<file path="config.mk">
export PLATFORM = sky130hd
export DESIGN_NAME = eivs_top
export DESIGN_NICKNAME = d
export VERILOG_FILES = /design/src/shared/eivs_pkg.sv /design/src/hdl/eivs_sense.sv /design/src/hdl/eivs_sync.sv /design/src/hdl/eivs_top.sv
export VERILOG_INCLUDE_DIRS = /design/src /design/src/shared
export SDC_FILE = /design/constraint.sdc
export NUM_CORES = 1
export LEC_CHECK = 0
export BUFFER_PORTS_ARGS = -buffer_cell sky130_fd_sc_hd__buf_2
export CAP_MARGIN = 40
export CORE_ASPECT_RATIO = 0.7
export CORE_MARGIN = 1.5
export CORE_UTILIZATION = 55
export CTS_CLUSTER_SIZE = 12
export DETAILED_ROUTE_END_ITERATION = 6
export PLACE_DENSITY = 0.78
export SETUP_SLACK_MARGIN = 0.3
export SYNTH_ARGS = -nofsm -noshare
export SYNTH_HDL_FRONTEND = slang
export SYNTH_SLANG_ARGS = --single-unit
</file>
<file path="constraint.sdc">
create_clock -name ref_clk -period 3.9 [get_ports ref_clk]
set_input_delay 0 -clock ref_clk [delete_from_list [all_inputs] [get_ports ref_clk]]
set_output_delay 0 -clock ref_clk [all_outputs]
set_load 0.05 [all_outputs]
</file>
<file path="src/shared/eivs_map.svh">
// Purpose: offsets, field positions, reset values and counts of the block
// Assumes: word-index addresses on a 32-bit avalon bus
// Notes: the seven offsets not printed for this block are placed from 0x80 up
`ifndef EIVS_MAP_SVH
`define EIVS_MAP_SVH

`define EIVS_IDX_ENABLE 8'h1d
`define EIVS_IDX_CORE 8'h35
`define EIVS_IDX_SENSE 8'h69
`define EIVS_IDX_EXT_FLAG 8'h80
`define EIVS_IDX_PC_FLAG 8'h81
`define EIVS_IDX_PC_CTRL 8'h82
`define EIVS_IDX_PC_MASK0 8'h83
`define EIVS_IDX_PC_MASK3 8'h86

`define EIVS_CORE_VSEL 1
`define EIVS_CORE_VCE 0
`define EIVS_SENSE_BITS 6
`define EIVS_RESET_BYTE 8'h00
`define EIVS_VCE_CYCLES 3'd4
`define EIVS_NUM_DED 3
`define EIVS_NUM_PC 32

`endif

</file>
<file path="src/shared/eivs_pkg.sv">
// Purpose: types shared by the external interrupt block
// Assumes: eivs_map.svh holds the numbers
// Notes: none
package eivs_pkg;
	typedef enum logic [1:0] {
		eivs_sense_low,
		eivs_sense_any,
		eivs_sense_fall,
		eivs_sense_rise
	} eivs_sense_type;

	typedef struct packed {
		logic [7:0] address;
		logic read;
		logic write;
		logic [31:0] writedata;
	} eivs_bus_req_type;

	typedef struct packed {
		logic [31:0] readdata;
		logic waitrequest;
	} eivs_bus_rsp_type;

	typedef enum logic [1:0] {
		eivs_vc_idle,
		eivs_vc_open,
		eivs_vc_trail
	} eivs_vc_state_type;
endpackage : eivs_pkg

</file>
<file path="src/hdl/eivs_sense.sv">
// Purpose: sense detector for one dedicated interrupt input
// Assumes: pin already synchronised to ref_clk
// Notes: level mode gives a request, never a sticky flag
`timescale 1ns/10ps
`default_nettype none
module eivs_sense (
	input wire logic ref_clk,
	input wire logic rst,
	input wire logic clk_en,
	input wire logic pin_sync,
	input wire eivs_pkg::eivs_sense_type mode,
	output logic edge_hit,
	output logic level_hit
);
	import eivs_pkg::*;

	logic prev_q;
	logic prev_d;

	always_comb begin
		prev_d = clk_en ? pin_sync : prev_q;
	end

	always_ff @(posedge ref_clk) begin
		if (rst) begin
			prev_q <= 1'b1;
		end else begin
			prev_q <= prev_d;
		end
	end

	always_comb begin
		edge_hit = 1'b0;
		case (mode)
			eivs_sense_any: edge_hit = prev_q ^ pin_sync;
			eivs_sense_fall: edge_hit = prev_q & ~pin_sync;
			eivs_sense_rise: edge_hit = ~prev_q & pin_sync;
			default: edge_hit = 1'b0;
		endcase
		edge_hit = edge_hit & clk_en;
		level_hit = (mode == eivs_sense_low) & ~pin_sync;
	end
endmodule : eivs_sense
`default_nettype wire

</file>
<file path="src/hdl/eivs_sync.sv">
// Purpose: two-stage synchroniser for a vector of pins
// Assumes: pins may change at any time
// Notes: first stage feeds only the second stage
`timescale 1ns/10ps
`default_nettype none
module eivs_sync #(
	parameter int WIDTH = 35
) (
	input wire logic ref_clk,
	input wire logic rst,
	input wire logic clk_en,
	input wire logic [WIDTH-1:0] pin_in,
	output logic [WIDTH-1:0] pin_out
);
	logic [WIDTH-1:0] meta_q;
	logic [WIDTH-1:0] meta_d;
	logic [WIDTH-1:0] stab_q;
	logic [WIDTH-1:0] stab_d;

	always_comb begin
		meta_d = clk_en ? pin_in : meta_q;
		stab_d = clk_en ? meta_q : stab_q;
	end

	always_ff @(posedge ref_clk) begin
		if (rst) begin
			meta_q <= '0;
			stab_q <= '0;
		end else begin
			meta_q <= meta_d;
			stab_q <= stab_d;
		end
	end

	assign pin_out = stab_q;
endmodule : eivs_sync
`default_nettype wire

</file>
<file path="src/hdl/eivs_top.sv">
// Purpose: external interrupt front end and protected vector placement
// Assumes: ref_clk 250 MHz, rst synchronous active high, avalon-mm slave
// Notes: core-side handshakes arrive as one-cycle pulses
//
// What this block does
// - vector_select zero: vectors at flash start; one: boot section.
// - gated from change-enable until one instruction past select, or 4.
// - suppression never alters the global interrupt enable bit.
// - change-enable clears itself after four cycles or on select write.
// - lock bits block interrupts while running from the other section.
// - group request n fires on any enabled toggle in its eight inputs.
// - pin-change detection needs clk_en running; pc_wake comes from the group flag.
// - inputs trigger even when the pin is driven as an output.
// - two-bit sense per input: low, any edge, falling, rising.
// - low-level sense requests as long as the pin stays low.
// - only low-level dedicated detection works while the I/O clock is halted.
// - low-level wake gives an interrupt only if level outlasts start-up.
// - dedicated input serviced only with its enable and global enable.
// - sense control bits 7:6 always read zero.
// - pulses wider than the minimum width always produce an interrupt.
// - input flag set on trigger, cleared by handler or writing one.
// - each pin-change input counts only with its mask bit set.
// - group flag set on masked change, cleared by handler or one.
//
// The Avalon-MM slave port was left to the implementer.
`timescale 1ns/10ps
`default_nettype none
`include "eivs_map.svh"
module eivs_top (
	input wire logic ref_clk,
	input wire logic rst,
	input wire logic clk_en,
	input wire eivs_pkg::eivs_bus_req_type bus_req,
	output eivs_pkg::eivs_bus_rsp_type bus_rsp,
	input wire logic [2:0] dedicated_irq_inputs,
	input wire logic [31:0] pin_change_inputs,
	input wire logic global_irq_enable,
	input wire logic insn_retire,
	input wire logic exec_in_boot,
	input wire logic application_lock_bit,
	input wire logic boot_lock_bit,
	input wire logic [2:0] ded_ack,
	input wire logic [3:0] pc_ack,
	output logic vector_select,
	output logic [2:0] ded_request,
	output logic [3:0] pc_request,
	output logic [2:0] ded_wake,
	output logic [3:0] pc_wake
);
	import eivs_pkg::*;

	// ----------------------------------------
	// register state
	// ----------------------------------------
	logic [2:0] enable_q, enable_d;
	logic [5:0] sense_q, sense_d;
	logic [2:0] ext_flag_q, ext_flag_d;
	logic [3:0] pc_flag_q, pc_flag_d;
	logic [3:0] pc_ctrl_q, pc_ctrl_d;
	logic [7:0] pc_mask_q [4];
	logic [7:0] pc_mask_d [4];
	logic vsel_q, vsel_d;
	logic vce_q, vce_d;
	logic [2:0] vce_cnt_q, vce_cnt_d;
	eivs_vc_state_type vc_q, vc_d;
	logic [31:0] rdata_q, rdata_d;
	logic rvalid_q, rvalid_d;
	logic [31:0] pc_prev_q, pc_prev_d;

	// ----------------------------------------
	// synchronised pins
	// ----------------------------------------
	logic [34:0] sync_out;
	logic [2:0] ded_s;
	logic [31:0] pc_s;
	logic [2:0] edge_hit;
	logic [2:0] level_hit;

	// the pins are read straight, whatever their direction
	eivs_sync #(.WIDTH(35)) u_sync (
		.ref_clk(ref_clk),
		.rst(rst),
		.clk_en(clk_en),
		.pin_in({dedicated_irq_inputs, pin_change_inputs}),
		.pin_out(sync_out)
	);

	assign ded_s = sync_out[34:32];
	assign pc_s = sync_out[31:0];

	for (genvar g = 0; g < `EIVS_NUM_DED; g++) begin : g_sense
		eivs_sense u_sense (
			.ref_clk(ref_clk),
			.rst(rst),
			.clk_en(clk_en),
			.pin_sync(ded_s[g]),
			.mode(eivs_sense_type'(sense_q[2*g +: 2])),
			.edge_hit(edge_hit[g]),
			.level_hit(level_hit[g])
		);
	end

	// ----------------------------------------
	// bus decode helpers
	// ----------------------------------------
	function automatic logic hit(input logic [7:0] a, input logic [7:0] idx);
		hit = (a == idx);
	endfunction : hit

	logic wr;
	logic rd;
	logic [7:0] wb;
	assign wr = bus_req.write & clk_en;
	assign rd = bus_req.read & clk_en;
	assign wb = bus_req.writedata[7:0];

	// ----------------------------------------
	// pin-change detection
	// ----------------------------------------
	logic [3:0] pc_event;
	always_comb begin
		pc_prev_d = clk_en ? pc_s : pc_prev_q;
		for (int i = 0; i < 4; i++) begin
			// any masked toggle in the group
			pc_event[i] = clk_en &
				(|((pc_s[8*i +: 8] ^ pc_prev_q[8*i +: 8]) & pc_mask_q[i]));
		end
	end

	// ----------------------------------------
	// register next values
	// ----------------------------------------
	logic vsel_wr;
	logic core_wr;
	assign core_wr = wr & hit(bus_req.address, `EIVS_IDX_CORE);
	// select only moves while change-enable is open, with vce written zero
	assign vsel_wr = core_wr & vce_q & ~wb[`EIVS_CORE_VCE];

	always_comb begin
		enable_d = enable_q;
		sense_d = sense_q;
		pc_ctrl_d = pc_ctrl_q;
		pc_mask_d = pc_mask_q;
		vsel_d = vsel_q;
		if (wr && hit(bus_req.address, `EIVS_IDX_ENABLE)) begin
			enable_d = wb[2:0];
		end else if (wr && hit(bus_req.address, `EIVS_IDX_SENSE)) begin
			sense_d = wb[`EIVS_SENSE_BITS-1:0];
		end else if (wr && hit(bus_req.address, `EIVS_IDX_PC_CTRL)) begin
			pc_ctrl_d = wb[3:0];
		end else if (wr && bus_req.address >= `EIVS_IDX_PC_MASK0 &&
				bus_req.address <= `EIVS_IDX_PC_MASK3) begin
			pc_mask_d[2'(bus_req.address - `EIVS_IDX_PC_MASK0)] = wb;
		end
		if (vsel_wr) begin
			vsel_d = wb[`EIVS_CORE_VSEL];
		end
	end

	// flags: a hardware set wins over a clear in the same cycle
	always_comb begin
		ext_flag_d = ext_flag_q;
		pc_flag_d = pc_flag_q;
		if (wr && hit(bus_req.address, `EIVS_IDX_EXT_FLAG)) begin
			ext_flag_d = ext_flag_d & ~wb[2:0];
		end
		if (wr && hit(bus_req.address, `EIVS_IDX_PC_FLAG)) begin
			pc_flag_d = pc_flag_d & ~wb[3:0];
		end
		ext_flag_d = ext_flag_d & ~ded_ack;
		pc_flag_d = pc_flag_d & ~pc_ack;
		ext_flag_d = ext_flag_d | edge_hit;
		pc_flag_d = pc_flag_d | pc_event;
		for (int i = 0; i < 3; i++) begin
			if (sense_q[2*i +: 2] == 2'b00) begin
				ext_flag_d[i] = 1'b0;
			end
		end
	end

	// ----------------------------------------
	// vector change window
	// ----------------------------------------
	always_comb begin
		vc_d = vc_q;
		vce_d = vce_q;
		vce_cnt_d = vce_cnt_q;
		case (vc_q)
			eivs_vc_idle: begin
				if (core_wr && wb[`EIVS_CORE_VCE]) begin
					vc_d = eivs_vc_open;
					vce_d = 1'b1;
					vce_cnt_d = `EIVS_VCE_CYCLES;
				end
			end
			eivs_vc_open: begin
				if (vsel_wr) begin
					vce_d = 1'b0;
					vc_d = eivs_vc_trail;
				end else if (clk_en && vce_cnt_q == 3'd1) begin
					vce_d = 1'b0;
					vc_d = eivs_vc_idle;
				end else if (clk_en) begin
					vce_cnt_d = vce_cnt_q - 3'd1;
				end
			end
			eivs_vc_trail: begin
				// hold off until the instruction after the select write retires
				if (clk_en && insn_retire) begin
					vc_d = eivs_vc_idle;
				end
			end
			default: vc_d = eivs_vc_idle;
		endcase
	end

	// ----------------------------------------
	// read path
	// ----------------------------------------
	always_comb begin
		rdata_d = 32'h0000_0000;
		rvalid_d = 1'b0;
		if (rd && !rvalid_q) begin
			rvalid_d = 1'b1;
			if (hit(bus_req.address, `EIVS_IDX_ENABLE)) begin
				rdata_d[2:0] = enable_q;
			end else if (hit(bus_req.address, `EIVS_IDX_CORE)) begin
				rdata_d[`EIVS_CORE_VSEL] = vsel_q;
				rdata_d[`EIVS_CORE_VCE] = vce_q;
			end else if (hit(bus_req.address, `EIVS_IDX_SENSE)) begin
				rdata_d[5:0] = sense_q;
			end else if (hit(bus_req.address, `EIVS_IDX_EXT_FLAG)) begin
				rdata_d[2:0] = ext_flag_q;
			end else if (hit(bus_req.address, `EIVS_IDX_PC_FLAG)) begin
				rdata_d[3:0] = pc_flag_q;
			end else if (hit(bus_req.address, `EIVS_IDX_PC_CTRL)) begin
				rdata_d[3:0] = pc_ctrl_q;
			end else if (bus_req.address >= `EIVS_IDX_PC_MASK0 &&
					bus_req.address <= `EIVS_IDX_PC_MASK3) begin
				rdata_d[7:0] = pc_mask_q[2'(bus_req.address - `EIVS_IDX_PC_MASK0)];
			end
		end else if (!clk_en) begin
			rdata_d = rdata_q;
			rvalid_d = rvalid_q;
		end
	end

	// ----------------------------------------
	// state registers
	// ----------------------------------------
	always_ff @(posedge ref_clk) begin
		if (rst) begin
			enable_q <= 3'h0;
			sense_q <= 6'h00;
			ext_flag_q <= 3'h0;
			pc_flag_q <= 4'h0;
			pc_ctrl_q <= 4'h0;
			for (int i = 0; i < 4; i++) begin
				pc_mask_q[i] <= `EIVS_RESET_BYTE;
			end
			vsel_q <= 1'b0;
			vce_q <= 1'b0;
			vce_cnt_q <= 3'h0;
			vc_q <= eivs_vc_idle;
			rdata_q <= 32'h0000_0000;
			rvalid_q <= 1'b0;
			pc_prev_q <= 32'h0000_0000;
		end else if (clk_en) begin
			enable_q <= enable_d;
			sense_q <= sense_d;
			ext_flag_q <= ext_flag_d;
			pc_flag_q <= pc_flag_d;
			pc_ctrl_q <= pc_ctrl_d;
			pc_mask_q <= pc_mask_d;
			vsel_q <= vsel_d;
			vce_q <= vce_d;
			vce_cnt_q <= vce_cnt_d;
			vc_q <= vc_d;
			rdata_q <= rdata_d;
			rvalid_q <= rvalid_d;
			pc_prev_q <= pc_prev_d;
		end
	end

	// ----------------------------------------
	// outputs
	// ----------------------------------------
	logic suppress;
	logic lock_block;
	// suppression gates requests only; the global enable is an input here
	assign suppress = (vc_q != eivs_vc_idle);
	assign lock_block = (vsel_q & application_lock_bit & ~exec_in_boot) |
		(~vsel_q & boot_lock_bit & exec_in_boot);

	logic gate;
	assign gate = global_irq_enable & ~suppress & ~lock_block;
	// level requests follow the pin live, so a level gone before start-up
	// ends leaves nothing pending
	assign ded_request = (ext_flag_q | level_hit) & enable_q &
		{3{gate}};
	assign pc_request = pc_flag_q & pc_ctrl_q & {4{gate}};
	// low-level wake uses the raw pin; limitation: edges are sampled, so
	// pulses must span one ref_clk period to be caught
	always_comb begin
		for (int i = 0; i < 3; i++) begin
			ded_wake[i] = enable_q[i] & ((sense_q[2*i +: 2] == 2'b00) ?
				~dedicated_irq_inputs[i] : ext_flag_q[i]);
		end
		for (int i = 0; i < 4; i++) begin
			pc_wake[i] = pc_ctrl_q[i] & pc_flag_q[i];
		end
	end

	assign vector_select = vsel_q;
	assign bus_rsp.readdata = rdata_q;
	assign bus_rsp.waitrequest = bus_req.read & ~rvalid_q;
endmodule : eivs_top
`default_nettype wire

</file>
==> flow_summary_export.csv <==
group,metric,value,unit
worst_setup_path,critical_path.slowest_cell,"or4b_2",
global_routing,antenna_found_initial,0,
synth,synth_area_per_cell,9.676,µm²
global_routing,grt_pass1_wl,29.94,mm
routing,drc,2,
timing,setup_tns,0,ns
timing,relSlewSlack,46.63,%
worst_setup_path,critPathArrivalTime,2.27,ns
clock_network,cts_resized,0,
global_routing,met2_usage,35.61,%
global_routing,track_usage,24.40,%
synth,ys_seq_elements,173,
pwr,p_seq_share,47.0,%
pwr,ir_drop,0.0003114,V
floorplan,dieArea,15600,µm²
global_routing,grt_pass1_vias,5765,
timing,slew_viol_final,0,
routing,wire_per_inst,16.06,µm
timing,hold_viol,0,
routing,firstDrtPassIters,7,
timing,skew,0.01029,ns
worst_setup_path,cp-end-kind,"output port",
floorplan,num_io_pins,140,
clock_network,cts_tree,"done",
final_layout,syn2layout_area_growth,18.75,%
outcome,violations,"DRC",
synth,synth_edf_count,0,
routing,wl,18.76,mm
placement,dp_hpwl,12.66,mm
placement,io_buffers,91,
hold_path,min_path_type,"in2reg",
synth,syn_inst,844,
final_layout,fin_util,66.50,%
global_routing,met1_usage,36.97,%
synth,ys_seq_area_share,42.41,%
outcome,outcome,"finished with violations",
pwr,cellPowerDensity,405.1,nW/µm²
synth,yosysMostFrequentCell,"dfxtp_1",
routing,vias_per_cell,5.479,
floorplan,rows,37,
worst_setup_path,start_kind,"flip-flop",
pwr,p_comb_share,9.7,%
clock_network,numClockSinks,173,
worst_setup_path,crit_type,"reg2out",
worst_setup_path,cp-endpoint,"ded_request[2]",
floorplan,fp.dieW,148.6,µm
worst_setup_path,r2r_start,"rvalid_q$_SDFFE_PP0P_",
run,max-cap-violations,0,
synth,synthArstFlopShare,0,%
timing,grt_setup_unrepaired,"false",
timing,fin_crit,2.273,ns
clock_network,clkSlewWorstSetupHoldPaths,0.07,ns
timing,fin_crit_sh,58.28,%
routing,ant_nets,0,
synth,ys.flop_type,"dfxtp_1",
clock_network,cts-buffers-inserted,17,
pwr,p_leak,4.473,nW
global_routing,use_met3,5.022,%
timing,worst_pin_slew,0.7945,ns
worst_setup_path,crit_start,"vector_select$_SDFFE_PP0P_",
global_routing,overflow,0,
worst_setup_path,crit_path_max_fanout,7,
timing,whs,0.02031,ns
clock_network,clk_path_buf_depth,2,
final_layout,final_area,9698,µm²
routing,vias,6400,
global_routing,grt_max_degree,70,
synth,synthTopCellsByCount,"173 x dfxtp_1, 147 x mux2i_1, 133 x nor2_1",
placement,dpl_cell_area,8600,µm²
final_layout,antenna-diode-count,0,
routing,drt_iter0_drc,531,
floorplan,die-height,105.0,µm
clock_network,root_buffer,"clkbuf_16",
pwr,p_sw_share,25.57,%
worst_setup_path,r2r_setup_slack,2.33,ns
timing,finalSetupViolations,0,
floorplan,core_area,14580,µm²
synth,synth_area_leaders,"dfxtp_1 42%, mux2i_1 18%, nor2_1 6.1%",
clock_network,cts.htree.levels,4,
pwr,p_clk_share,43.2,%
synth,yosys.area.top_type,"dfxtp_1",
synth,synthesis.area,8167,µm²
worst_setup_path,r2r_cells,4,
pwr,p_total,3.929,mW
synth,ys.warnings.count,0,
final_layout,final_nets,1065,
synth,synth.distinct_cells,69,
pwr,internal_power,2.924,mW
global_routing,busiest_layer,"met1",
final_layout,drive_gt1_share,15.42,%
worst_setup_path,cpPeakStageDelay,0.82,ns
timing,max_freq,440.0,MHz
pwr,power.switching,1.004,mW
worst_setup_path,required,3.90,ns
worst_setup_path,crit_path_cell_trace,"o22ai_1 -> or4b_2 -> nor2_1 -> buf_2",
synth,synth_top_area_share,42.41,%
placement,place_congestion,0.8741,
floorplan,start_util,56.00,%
clock_network,clock_latency,0.43,ns
worst_setup_path,reg2reg_to,"rdata_q[7]$_SDFFE_PP0P_",
[power by group through the flow]
stage / registers (mW) / logic, mW / clock network [mW]
global route: 1.85 / 0.416 / 1.80
CTS: 1.85 / 0.380 / 1.71
global placement: 1.88 / 0.336 / 0
finish: 1.85 / 0.383 / 1.70
detailed placement: 1.89 / 0.339 / 0
floorplan: 1.88 / 0.278 / 0
[worst min-delay path by stage]
stage | from | to | slack, ns | cells past startpoint
after floorplan | bus_req[1] | enable_q[1]$_SDFFE_PP0P_ | 0.14 | 2
after global placement | pin_change_inputs[6] | u_sync.meta_q[6]$_SDFFE_PP0P_ | 0.23 | 3
after detailed placement | pin_change_inputs[8] | u_sync.meta_q[8]$_SDFFE_PP0P_ | 0.24 | 3
after CTS | ded_ack[1] | ext_flag_q[1]$_SDFFE_PP0P_ | 0.009 | 4
after global routing | ded_ack[1] | ext_flag_q[1]$_SDFFE_PP0P_ | 0.02 | 4
final | ded_ack[1] | ext_flag_q[1]$_SDFFE_PP0P_ | 0.02 | 4
[cells by family after synthesis]
family                     after synthesis  share of synthesized area, %
AOI/OAI and AO/OA                       97                         8.948
buffers and inverters                   96                         5.899
and+or+nand+nor                        276                         16.94
muxes                                  155                         20.22
DFF                                    173                         42.41
other                                    1                       0.04592
xor gates and xnor gates                33                         3.539
adders and majority gates               13                         1.992
[cells in the final DEF, fill, tap and decap left out, types with 8 or more instances in the layout]
| cell | netlist | layout |
|---|---|---|
| nand2b_1 | 9 | 9 |
| nand2_1 | 60 | 60 |
| clkbuf_16 | 0 | 17 |
| mux4_2 | 8 | 8 |
| nor2b_1 | 9 | 9 |
| nand3_1 | 8 | 8 |
| xor2_1 | 32 | 32 |
| mux2i_1 | 147 | 147 |
| ha_1 | 13 | 13 |
| a22oi_1 | 9 | 9 |
| buf_2 | 16 | 89 |
| dlygate4sd3_1 | 0 | 51 |
| a21oi_1 | 16 | 16 |
| conb_1 | 1 | 24 |
| o21ai_0 | 10 | 10 |
| nor2_1 | 133 | 133 |
| dfxtp_1 | 173 | 173 |
| inv_1 | 24 | 24 |
[routing by layer]
| metal | vias up | wire, µm |
|---|---|---|
| met4 | 0 | 138 |
| li1 | 3143 | - |
| met2 | 207 | 8036 |
| met1 | 3037 | 9312 |
| met5 | - | 0 |
| met3 | 13 | 1275 |
[area by class of cell]
class / instances / area [µm²]
clock buffers: 18 / 429.2
clock inverters: 14 / 158.9
fillers: 1168 / 4885
inverters: 24 / 90.09
multi-input cells: 598 / 4308
flip-flops and latches: 173 / 3463
well taps: 195 / 244.0
repair buffers: 146 / 1005
[what timing repair did]
action	in CTS	in global routing
endpoints found under the hold margin	77	0
setup buffers	0	0
hold buffers	51	0
[worst max-delay path, delay by kind of cell (launching register included)]
kind,cells,cell delay [ns]
AOI/OAI and AO/OA,1,0.12
buffers and inverters,1,0.28
DFF,1,0.44
and+or+nand+nor,2,1.01
[state kept, by name, indices dropped and copies added, names as in the netlist]
signal / flops
vce_cnt_q: 3
ext_flag_q: 3
vce_q: 1
sense_q: 6
pc_prev_q: 32
pc_ctrl_q: 4
vector_select: 1
vc_q: 2
pc_flag_q: 4
enable_q: 3
u_sync.meta_q: 35
g_sense.u_sense.prev_q: 3
rvalid_q: 1
pc_mask_q: 32
u_sync.pin_out: 35
rdata_q: 8
[stage by stage]
stage / std cells / setup WS, ns
2_1_floorplan: 867 / 1.573
3_3_place_gp: 1085 / 1.672
3_5_place_dp: 1085 / 1.636
4_1_cts: 1168 / 1.596
5_1_grt: 1168 / 1.474
6_report: 1168 / 1.627
(Power assumes the default switching activity.)
